$ cat src/lcs_defs.vh
// Constants for the charger state sequencer: state codes, target scaling and timing counts.
// Assumes a 100 MHz clock and a slow timebase tick from lcs_tick.
`ifndef LCS_DEFS_VH
`define LCS_DEFS_VH
`define LCS_ST_DISABLED 4'h0
`define LCS_ST_DEAD_BATT 4'h1
`define LCS_ST_DEAD_PQ 4'h2
`define LCS_ST_PREQUAL 4'h3
`define LCS_ST_FAST_CC 4'h4
`define LCS_ST_FAST_CV 4'h5
`define LCS_ST_TOPOFF 4'h6
`define LCS_ST_DONE 4'h7
`define LCS_ST_TIMER_FAULT 4'h8
`define LCS_CLK_MHZ 100
`define LCS_SOFT_START_US 1500
`define LCS_SOFT_START_CYCLES (`LCS_SOFT_START_US * `LCS_CLK_MHZ)
`define LCS_TICK_CYCLES 100000
`define LCS_PREQUAL_TICKS 1800000
`define LCS_FAST_CHARGE_TICKS 18000000
`define LCS_TOPOFF_TICKS 1800000
`define LCS_TARGET_FULL 8'hff
`define LCS_TARGET_HALF_SHIFT 1
`define LCS_TARGET_FOLD_SHIFT 3
`endif

$ cat src/lcs_sync.v
// Three-stage synchroniser with agreement filter for one asynchronous level.
// Assumes the input is a slow comparator level from the analog side.
`timescale 1ns/1ps
module lcs_sync #(
   parameter RESET_VAL = 1'b0
) (
   input wire clk,
   input wire reset_n,
   input wire ce,
   input wire din,
   output reg dout
);
   reg s1_reg;
   reg s2_reg;
   reg s3_reg;
   always @(posedge clk or negedge reset_n) begin
      if (!reset_n) begin
         s1_reg <= RESET_VAL;
         s2_reg <= RESET_VAL;
         s3_reg <= RESET_VAL;
         dout <= RESET_VAL;
      end else if (ce) begin
         s1_reg <= din;
         s2_reg <= s1_reg;
         s3_reg <= s2_reg;
         // Accept a change only once the last two stages agree
         if (s2_reg == s3_reg) begin
            dout <= s3_reg;
         end
      end
   end
endmodule

$ cat src/lcs_tick.v
// Timebase divider producing a one-cycle tick every PERIOD clocks.
// Assumes the clock enable of the parent gates it.
`timescale 1ns/1ps
`include "lcs_defs.vh"
module lcs_tick #(
   parameter PERIOD = `LCS_TICK_CYCLES
) (
   input wire clk,
   input wire reset_n,
   input wire ce,
   output reg tick
);
   reg [31:0] cnt_reg;
   always @(posedge clk or negedge reset_n) begin
      if (!reset_n) begin
         cnt_reg <= 32'h0;
         tick <= 1'b0;
      end else if (ce) begin
         if (cnt_reg >= PERIOD - 1) begin
            cnt_reg <= 32'h0;
            tick <= 1'b1;
         end else begin
            cnt_reg <= cnt_reg + 32'h1;
            tick <= 1'b0;
         end
      end
   end
endmodule

$ cat src/lcs_sequencer.v
// Charger supervisory state machine: state, charger enables, current target.
// Assumes comparator and temperature flags arrive asynchronously from analog.
`timescale 1ns/1ps
`include "lcs_defs.vh"
module lcs_sequencer #(
   parameter TARGET_W = 8,
   parameter TICK_CYCLES = `LCS_TICK_CYCLES,
   parameter SOFT_START_CYCLES = `LCS_SOFT_START_CYCLES,
   parameter PREQUAL_TICKS = `LCS_PREQUAL_TICKS,
   parameter FAST_CHARGE_TICKS = `LCS_FAST_CHARGE_TICKS,
   parameter TOPOFF_TICKS = `LCS_TOPOFF_TICKS
) (
   input wire clk,
   input wire reset_n,
   input wire ce,
   input wire charger_supply_input,
   input wire above_prequal_low_threshold,
   input wire above_prequal_high_threshold,
   input wire above_dead_batt_threshold,
   input wire at_battery_regulation_voltage,
   input wire below_restart_threshold,
   input wire below_topoff_current_threshold,
   input wire above_topoff_plus_margin,
   input wire die_temp_regulation_point,
   input wire thermal_shutdown,
   input wire thermistor_input_in_range,
   input wire thermistor_input_cool,
   input wire [TARGET_W-1:0] fast_charge_current,
   output reg dead_batt_current_en,
   output reg switcher_en,
   output reg [TARGET_W-1:0] current_target,
   output reg [3:0] charger_state,
   output reg timer_fault
);
   localparam [3:0] ST_DISABLED = `LCS_ST_DISABLED;
   localparam [3:0] ST_DEAD_BATT = `LCS_ST_DEAD_BATT;
   localparam [3:0] ST_DEAD_PQ = `LCS_ST_DEAD_PQ;
   localparam [3:0] ST_PREQUAL = `LCS_ST_PREQUAL;
   localparam [3:0] ST_FAST_CC = `LCS_ST_FAST_CC;
   localparam [3:0] ST_FAST_CV = `LCS_ST_FAST_CV;
   localparam [3:0] ST_TOPOFF = `LCS_ST_TOPOFF;
   localparam [3:0] ST_DONE = `LCS_ST_DONE;
   localparam [3:0] ST_TIMER_FAULT = `LCS_ST_TIMER_FAULT;

   wire supply_ok;
   wire pq_low;
   wire pq_high;
   wire dead_hi;
   wire at_reg;
   wire restart;
   wire i_low;
   wire i_high;
   wire die_hot;
   wire tsd;
   wire thm_ok;
   wire thm_cool;
   wire tick;

   // Every analog level is filtered so a chattering comparator cannot split one decision
   lcs_sync u_s0 (.clk(clk), .reset_n(reset_n), .ce(ce), .din(charger_supply_input), .dout(supply_ok));
   lcs_sync u_s1 (.clk(clk), .reset_n(reset_n), .ce(ce), .din(above_prequal_low_threshold), .dout(pq_low));
   lcs_sync u_s2 (.clk(clk), .reset_n(reset_n), .ce(ce), .din(above_prequal_high_threshold), .dout(pq_high));
   lcs_sync u_s3 (.clk(clk), .reset_n(reset_n), .ce(ce), .din(above_dead_batt_threshold), .dout(dead_hi));
   lcs_sync u_s4 (.clk(clk), .reset_n(reset_n), .ce(ce), .din(at_battery_regulation_voltage), .dout(at_reg));
   lcs_sync u_s5 (.clk(clk), .reset_n(reset_n), .ce(ce), .din(below_restart_threshold), .dout(restart));
   lcs_sync u_s6 (.clk(clk), .reset_n(reset_n), .ce(ce), .din(below_topoff_current_threshold), .dout(i_low));
   lcs_sync u_s7 (.clk(clk), .reset_n(reset_n), .ce(ce), .din(above_topoff_plus_margin), .dout(i_high));
   lcs_sync u_s8 (.clk(clk), .reset_n(reset_n), .ce(ce), .din(die_temp_regulation_point), .dout(die_hot));
   lcs_sync u_s9 (.clk(clk), .reset_n(reset_n), .ce(ce), .din(thermal_shutdown), .dout(tsd));
   lcs_sync u_s10 (.clk(clk), .reset_n(reset_n), .ce(ce), .din(thermistor_input_in_range), .dout(thm_ok));
   lcs_sync u_s11 (.clk(clk), .reset_n(reset_n), .ce(ce), .din(thermistor_input_cool), .dout(thm_cool));

   lcs_tick #(.PERIOD(TICK_CYCLES)) u_tick (.clk(clk), .reset_n(reset_n), .ce(ce), .tick(tick));

   reg [3:0] state_reg;
   reg [3:0] state_next;
   reg [31:0] pq_cnt_reg;
   reg [31:0] pq_cnt_next;
   reg [31:0] fc_cnt_reg;
   reg [31:0] fc_cnt_next;
   reg [31:0] to_cnt_reg;
   reg [31:0] to_cnt_next;
   reg [31:0] ramp_cnt_reg;
   reg [31:0] ramp_cnt_next;
   reg pq_exp;
   reg fc_exp;
   reg to_exp;
   reg [TARGET_W-1:0] goal;
   reg [TARGET_W-1:0] ramp_val;
   reg [31:0] ramp_wide;
   reg lin_on;
   reg sw_on;

   // Fast-charge family shares the switcher and current target
   function in_fast;
      input [3:0] s;
      begin
         in_fast = (s == ST_FAST_CC) || (s == ST_FAST_CV) || (s == ST_TOPOFF);
      end
   endfunction

   // suspend while thermistor out of range
   wire run = thm_ok;

   // State transitions
   always @* begin
      state_next = state_reg;
      pq_exp = pq_cnt_reg >= PREQUAL_TICKS;
      fc_exp = fc_cnt_reg >= FAST_CHARGE_TICKS;
      to_exp = to_cnt_reg >= TOPOFF_TICKS;
      case (state_reg)
         ST_DISABLED: begin
            if (supply_ok) begin
               if (pq_high) begin
                  state_next = ST_FAST_CC;
               end else if (dead_hi) begin
                  state_next = ST_PREQUAL;
               end else if (pq_low) begin
                  state_next = ST_DEAD_PQ;
               end else begin
                  state_next = ST_DEAD_BATT;
               end
            end
         end
         ST_DEAD_BATT: begin
            if (pq_low) begin
               state_next = ST_DEAD_PQ;
            end
         end
         ST_DEAD_PQ: begin
            if (pq_exp) begin
               state_next = ST_TIMER_FAULT;
            end else if (dead_hi) begin
               state_next = ST_PREQUAL;
            end
         end
         ST_PREQUAL: begin
            if (pq_exp) begin
               state_next = ST_TIMER_FAULT;
            end else if (pq_high) begin
               state_next = ST_FAST_CC;
            end
         end
         ST_FAST_CC: begin
            if (fc_exp) begin
               state_next = ST_TIMER_FAULT;
            end else if (at_reg) begin
               state_next = ST_FAST_CV;
            end
         end
         ST_FAST_CV: begin
            if (fc_exp) begin
               state_next = ST_TIMER_FAULT;
            end else if (i_low) begin
               state_next = ST_TOPOFF;
            end
         end
         ST_TOPOFF: begin
            if (i_high) begin
               state_next = ST_FAST_CV;
            end else if (to_exp) begin
               state_next = ST_DONE;
            end
         end
         ST_DONE: begin
            if (restart) begin
               state_next = ST_FAST_CC;
            end
         end
         ST_TIMER_FAULT: begin
            state_next = ST_TIMER_FAULT;
         end
         default: begin
            state_next = ST_DISABLED;
         end
      endcase
      if (!run) begin
         state_next = state_reg;
      end
      if (!supply_ok) begin
         state_next = ST_DISABLED;
      end
   end

   // Timers and ramp
   always @* begin
      pq_cnt_next = pq_cnt_reg;
      fc_cnt_next = fc_cnt_reg;
      to_cnt_next = to_cnt_reg;
      ramp_cnt_next = ramp_cnt_reg;
      if (run && tick) begin
         if (state_reg == ST_DEAD_PQ || state_reg == ST_PREQUAL) begin
            pq_cnt_next = pq_cnt_reg + 32'h1;
         end
         // one timer for CC and CV
         if (state_reg == ST_FAST_CC || state_reg == ST_FAST_CV) begin
            fc_cnt_next = fc_cnt_reg + 32'h1;
         end
         if (state_reg == ST_TOPOFF) begin
            to_cnt_next = to_cnt_reg + 32'h1;
         end
      end
      if (state_reg == ST_DEAD_BATT && state_next == ST_DEAD_PQ) begin
         pq_cnt_next = 32'h0;
      end
      // Top-off duration restarts on every entry
      if (state_next != ST_TOPOFF) begin
         to_cnt_next = 32'h0;
      end
      // Fast timer restarts after done or loss of supply
      if (state_next == ST_DISABLED || state_next == ST_DONE) begin
         fc_cnt_next = 32'h0;
      end
      // Prequal timer cleared when supply is lost
      if (state_next == ST_DISABLED) begin
         pq_cnt_next = 32'h0;
      end
      // Ramp counter saturates at the end of soft-start
      if (run && ramp_cnt_reg < SOFT_START_CYCLES) begin
         ramp_cnt_next = ramp_cnt_reg + 32'h1;
      end
      // restart ramp on supply valid or prequal exit to fast CC
      if ((state_reg == ST_DISABLED && state_next != ST_DISABLED) ||
          (state_reg == ST_PREQUAL && state_next == ST_FAST_CC)) begin
         ramp_cnt_next = 32'h0;
      end
      if (state_reg == ST_DONE && state_next == ST_FAST_CC) begin
         ramp_cnt_next = SOFT_START_CYCLES;
      end
   end

   // Enables and target
   always @* begin
      lin_on = (state_next != ST_DISABLED) && (state_next != ST_TIMER_FAULT) && !tsd && !dead_hi;
      // switcher only from dead-battery plus prequal up to top-off, off in done
      sw_on = (state_next == ST_DEAD_PQ) || (state_next == ST_PREQUAL) || in_fast(state_next);
      if (state_next == ST_PREQUAL) begin
         lin_on = 1'b0;
      end
      // suspend output while out of range
      if (!run) begin
         lin_on = 1'b0;
         sw_on = 1'b0;
      end
      goal = fast_charge_current;
      if (thm_cool) begin
         goal = fast_charge_current >> `LCS_TARGET_HALF_SHIFT;
      end
      // Foldback takes precedence; the cool halving is not stacked on it
      // fold back when die hot
      if (die_hot) begin
         goal = fast_charge_current >> `LCS_TARGET_FOLD_SHIFT;
      end
      // Wide quotient so goal times count cannot overflow the target width
      ramp_wide = (goal * ramp_cnt_next) / SOFT_START_CYCLES;
      ramp_val = goal;
      if (ramp_cnt_next < SOFT_START_CYCLES) begin
         ramp_val = ramp_wide[TARGET_W-1:0];
      end
      if (!sw_on) begin
         ramp_val = {TARGET_W{1'b0}};
      end
   end

   // Outputs register the next-state decode so each pin comes from a flip-flop
   always @(posedge clk or negedge reset_n) begin
      if (!reset_n) begin
         state_reg <= ST_DISABLED;
         pq_cnt_reg <= 32'h0;
         fc_cnt_reg <= 32'h0;
         to_cnt_reg <= 32'h0;
         ramp_cnt_reg <= 32'h0;
         dead_batt_current_en <= 1'b0;
         switcher_en <= 1'b0;
         current_target <= {TARGET_W{1'b0}};
         charger_state <= ST_DISABLED;
         timer_fault <= 1'b0;
      end else if (ce) begin
         state_reg <= state_next;
         pq_cnt_reg <= pq_cnt_next;
         fc_cnt_reg <= fc_cnt_next;
         to_cnt_reg <= to_cnt_next;
         ramp_cnt_reg <= ramp_cnt_next;
         dead_batt_current_en <= lin_on;
         switcher_en <= sw_on;
         current_target <= ramp_val;
         charger_state <= state_next;
         timer_fault <= (state_next == ST_TIMER_FAULT);
      end
   end
endmodule

$ cat config.mk
export PLATFORM = sky130hd
export DESIGN_NAME = lcs_sequencer
export DESIGN_NICKNAME = d
export VERILOG_FILES = /design/src/lcs_sync.v /design/src/lcs_tick.v /design/src/lcs_sequencer.v
export VERILOG_INCLUDE_DIRS = /design/src
export SDC_FILE = /design/constraint.sdc
export NUM_CORES = 1
export LEC_CHECK = 0
export BUFFER_PORTS_ARGS = -buffer_cell sky130_fd_sc_hd__buf_4
export CORE_AREA = 4 4 332 334
export DETAILED_ROUTE_END_ITERATION = 10
export DIE_AREA = 0 0 336 338
export GPL_ROUTABILITY_DRIVEN = 0
export MAX_ROUTING_LAYER = met4
export SYNTH_ARGS = -nofsm -noshare
export SYNTH_HDL_FRONTEND = slang
export SYNTH_HIERARCHICAL = 1
export SYNTH_SLANG_ARGS = --single-unit
$ cat constraint.sdc
create_clock -name clk -period 32.2 [get_ports clk]
set_input_delay 6.44 -clock clk [delete_from_list [all_inputs] [get_ports clk]]
set_output_delay 6.44 -clock clk [all_outputs]
set_load 0.005 [all_outputs]
-- Yosys cells after proc, flatten, opt, wreduce, memory -nomap -nowiden
Index checks and enable logic that the tools add are counted.
- register bits: 224
- input port bits: 23
- output and inout port bits: 15
- word-level logic and storage cells: 184
- $add $sub $neg: 5
- multipliers: 1
- div/mod/pow operators: 1
- $lt $le $gt $ge: 6
- equal/unequal tests: 29
- muxes and demuxes: 40
- reductions and logical operators: 43
- operator list (kind ; number):
    two-way mux 32 bit ; 14
    adder 32 x 1 -> 32 bit, second input constant ; 5
    greater-or-equal comparator 32 x 21 -> 1 bit, second input constant ; 2
    < comparator 32 x 18 -> 1 bit, second input constant ; 2
    two-way mux 4 bit ; 14
    one-hot mux 4 bit (9 select lines) ; 1
    divider 32 x 18 -> 32 bit, second input constant ; 1
    == test 4 x 3 -> 1 bit, second input constant ; 8
    greater-or-equal comparator 32 x 17 -> 1 bit, second input constant ; 1
    greater-or-equal comparator 32 x 25 -> 1 bit, second input constant ; 1
    multiplier 8 x 32 -> 32 bit ; 1
    two-way mux 8 bit ; 4
    AND reduction 2 bit ; 12
    == test 4 x 2 -> 1 bit, second input constant ; 4
    == test 1 bit ; 12
    logical AND 1 bit ; 9
    AND reduction 3 bit ; 3
    == test 4 bit, second input constant ; 2
    zero test 4 bit ; 2
    logical OR 1 bit ; 8
    nonzero test 2 bit ; 4
    nonzero test 3 bit ; 2
    == test 4 x 1 -> 1 bit, second input constant ; 1
    two-way mux 1 bit ; 4
    other kinds (6) ; 8

-- Depth between registers and ports, before layout
- depth after elaboration: 15
- gate-level depth with buffers: 98
- depth with buffers taken out: 85

-- By module
Netlist, hierarchy kept.
- modules (own cells, without submodules) (module ; instances ; cells each ; area each (um^2) ; seq. area each (um^2)):
    lcs_sequencer ; 1 ; 2971 ; 23014.6 ; 3578.4
    lcs_sync ; 12 ; 10 ; 156.4 ; 100.1
    lcs_tick ; 1 ; 177 ; 1789.2 ; 825.8

-- Least setup slack after synthesis
Ideal clock, no wire load.
- path kind: input -> register
- start: input fast_charge_current[5]
- end: register current_target[0]
- library setup time: 0.069 ns
- arrival time: 24.878 ns
- required time: 32.131 ns
- setup slack: 7.254 ns
- cell stages on the path: 77
- path through: mux2i_1 nor2_1 a21oi_1 clkbuf_1 clkbuf_1 nor2_1 fa_1 fa_1 fa_1 inv_1 fa_1 inv_1 ha_1 clkbuf_1 a21oi_1 o21ai_1 nor4_1 o22ai_1 [... 41 more ...] o21a_4 o211ai_1 a2111oi_2 a2111oi_4 o31a_4 nor3_1 o2111ai_1 a311o_1 buf_4 a21oi_1 xor2_1 and2_1 o211ai_2 a31oi_2 mux2_1 a221oi_1 o21ai_1 nand3_1
- longest elaborated chain between the ends: 6
- ends and longest elaborated chain (element ; line ; text):
    start, declared ; lcs_sequencer.v:28 ; input wire [TARGET_W-1:0] fast_charge_current,
    two-way mux 8 bit ; lcs_sequencer.v:246 ; if (thm_cool) begin
    two-way mux 8 bit (*) ; lcs_sequencer.v:251 ; if (die_hot) begin
    multiplier 8 x 32 -> 32 bit (*) ; lcs_sequencer.v:255 ; ramp_wide = (goal * ramp_cnt_next) / SOFT_START_CYCLES;
    divider 32 x 18 -> 32 bit (*) ; lcs_sequencer.v:255 ;
    two-way mux 8 bit (*) ; lcs_sequencer.v:257 ; if (ramp_cnt_next < SOFT_START_CYCLES) begin
    two-way mux 8 bit (*) ; lcs_sequencer.v:260 ; if (!sw_on) begin
    end signal, assigned ; lcs_sequencer.v:275 ; current_target <= {TARGET_W{1'b0}};
    end signal, assigned ; lcs_sequencer.v:286 ; current_target <= ramp_val;
    end, declared ; lcs_sequencer.v:31 ; output reg [TARGET_W-1:0] current_target,
Every way passes the cells marked *; elsewhere a longest branch is shown, timed or not.
A chain may end at the register's enable or synchronous reset.

-- Worst setup path in the final report
- start: input fast_charge_current[7]
- end: register current_target[0]
Same word-level chain as after synthesis.

==> run_results.csv <==
group,metric,value,unit
outcome,status,"finished clean",
synthesis,yosysUniqueCellTypes,145,
cells_and_area,fin_area,0.0291,mm^2
cts,root_buffer,"clkbuf_16",
synthesis,ys_ff_latch,224,
place,hpwl,53.2,mm
synthesis,synth_area,0.0267,mm^2
timing,finalSetupViolCount,0,
floorplan,coreArea,0.107,mm^2
cts,hold_buffers,0,
cells_and_area,fin_util,27.2,%
timing,post-route-period-util,90.7,%
grt,antenna_found_initial,0,
synthesis,syn_area_per_cell,8.16,um^2
timing,rsz0062_at_grt,"no",
worst_setup_path,cp-start-kind,"input port",
worst_setup_path,cp_slowest_cell,"a222oi_1",
timing,tightest_slew,1.37,ns
cts,clock_path_buffers,3,
worst_setup_path,path_max_fanout,19,
synthesis,ys_top_cells_by_area,"dfrtp_1 21%, fa_1 12%, nor2_1 6.5%",
synthesis,synth_common_cells,"462 x nor2_1, 250 x nand2_1, 224 x dfrtp_1",
run,maxCapViolCount,0,
synthesis,yosysMostFrequentCell,"nor2_1",
grt,grt_pass1_vias,23200,
grt,grt_pass1_wl,119,mm
cts,cts_setup_buffers,0,
floorplan,start_util,25.0,%
cts,htree_levels,1,
routing,route.vias.total,23900,
cts,clk_latency,0.54,ns
timing,relSlewSlack,8.78,%
cts,clock_sinks,224,
grt,gr-total-overflow,0,
synthesis,ys_seq_area_share,21.0,%
cts,clkTransAtPathRegs,0.07,ns
synthesis,yosysTopAreaCell,"dfrtp_1",
timing,drv_slew,0,
cts,cts_resized,0,
synthesis,synth_top_area_share,21.0,%
cells_and_area,drive_above_1_share,9.57,%
timing,fin_setup_tns,0,ns
worst_setup_path,cp-end-kind,"register",
cts,cts_tree,"yes",
synthesis,syn_inst,3268,
timing,fmax,34.3,MHz
routing,avgRoutedWirePerCell,15.0,um
synthesis,syn-num-nets,3495,
worst_setup_path,crit_type,"input port to register",
grt,grt_max_degree,91,
synthesis,ys.flop_type,"dfrtp_1",
floorplan,die_width,336,um
routing,drt-total-wl,69.8,mm
hold_path,hold_class,"register to register",
routing,drtAntennaViolNets,0,
cells_and_area,antennaDiodeCount,0,
timing,skew,0.0253,ns
cts,cts_made_buffers,23,
worst_setup_path,cpPeakStageDelay,1.17,ns
place,io_buffers,37,
cells_and_area,fin_nets,3449,
floorplan,num_rows,120,
floorplan,die_area,0.114,mm^2
timing,finalHoldViolCount,0,
cells_and_area,areaGrowthSynthToFinish,9.16,%
routing,drc,0,
routing,drt_iter0_markers,1784,
timing,finalCriticalPeriod,29.20,ns
worst_setup_path,cp.arrival,29.66,ns
routing,vias_per_cell,5.14,
synthesis,synth_edf_count,0,
worst_setup_path,cp.required,32.67,ns
floorplan,ios,38,
grt,gr-usage-all-layers,12.6,%
synthesis,async_flop_share,100,%
floorplan,dieHeight,338,um
synthesis,yosysWarnings,6,
place,place_area,0.0283,mm^2
routing,dr.pass1.iters,6,
path summary, 6_finish.rpt:
path / startpoint / end / slack [ns] / depth (start not counted)
setup / recovery: fast_charge_current[7] / current_target[0]$_DFFE_PN0P_ / 3.00 / 67
hold / removal: u_s0/s1_reg$_DFFE_PN0P_ / u_s0/s2_reg$_DFFE_PN0P_ / 0.50 / 1
setup reg to reg: ramp_cnt_reg[19]$_DFFE_PN0P_ / current_target[0]$_DFFE_PN0P_ / 5.87 / 75
hold reg to reg: u_s0/s1_reg$_DFFE_PN0P_ / u_s0/s2_reg$_DFFE_PN0P_ / 0.50 / 1
max in group asynchronous: reset_n / u_tick/cnt_reg[28]$_DFFE_PN0P_ / 24.88 / 2
min in group asynchronous: reset_n / u_tick/cnt_reg[7]$_DFFE_PN0P_ / 5.94 / 1
routing by layer:
layer	up-vias	track usage, %	wire length, um
met2	549	19.6	31300
li1	11500	-	-
met1	11700	18.0	34500
met5	-	-	0
met4	0	1.43	677
met3	63	1.46	3310
placed cells by master (no fill, tap or decap), types with 11 or more instances in the layout:
master,instances
or2_2,24
nand2_1,250
inv_1,209
and4_1,12
buf_4,51
and2_1,84
o211ai_1,40
nor4_1,33
nor3_1,93
fa_1,156
nor2_2,17
a21oi_1,158
a21oi_2,15
ha_1,48
clkbuf_16,23
o31ai_1,22
a31oi_1,44
o2111ai_1,11
nand3_1,119
a21o_1,36
or3_1,38
o21a_1,28
xnor2_1,149
o21ai_1,42
nand2b_1,36
xor2_1,98
nor2_1,460
dfrtp_1,224
nand4_1,55
mux2i_1,36
a22o_1,17
and3_1,49
a41oi_1,12
nor2b_1,24
a211oi_1,25
o22ai_1,19
mux2_2,50
a211o_1,16
o21ai_0,101
kinds of logic after synthesis:
logic type                 count (synthesis)  share of synthesized area, %
AOI/OAI and AO/OA                        782                          21.5
xor gates and xnor gates                 254                          8.63
adders and majority gates                208                          14.1
buffers and inverters                    334                          5.11
DFF                                      224                          21.0
muxes                                     99                          4.16
and+or+nand+nor                         1367                          25.5
critical path, delay by kind of cell:
family	cells	cell delay, ns
AOI/OAI and AO/OA	34	12.22
and+or+nand+nor	14	4.37
buffers and inverters	5	0.47
muxes	6	2.34
xor gates and xnor gates	3	1.24
adders and majority gates	5	2.48
metrics by stage:
step,worst slack [ns],hold slack [ns],std cells
floorplan,7.25,0.454,3268
global placement,3.27,0.472,4600
CTS,3.42,0.506,4642
detailed placement,2.93,0.488,4600
global route,1.53,0.520,4642
finish,3.00,0.499,4642
area by class of cell:
cell class                      count  area (um^2)
Clock buffer                       28          634
Fill cell                       11500        77800
Sequential cell                   224         5610
Clock inverter                     14          203
Inverter                          211          792
Tap cell                         1403         1760
Timing Repair Buffer               52          398
Multi-Input combinational cell   2710        19700
Power is left out: the tool's default activity adds up to more than one toggle a clock period on the data nets, which glitch-free logic cannot reach.
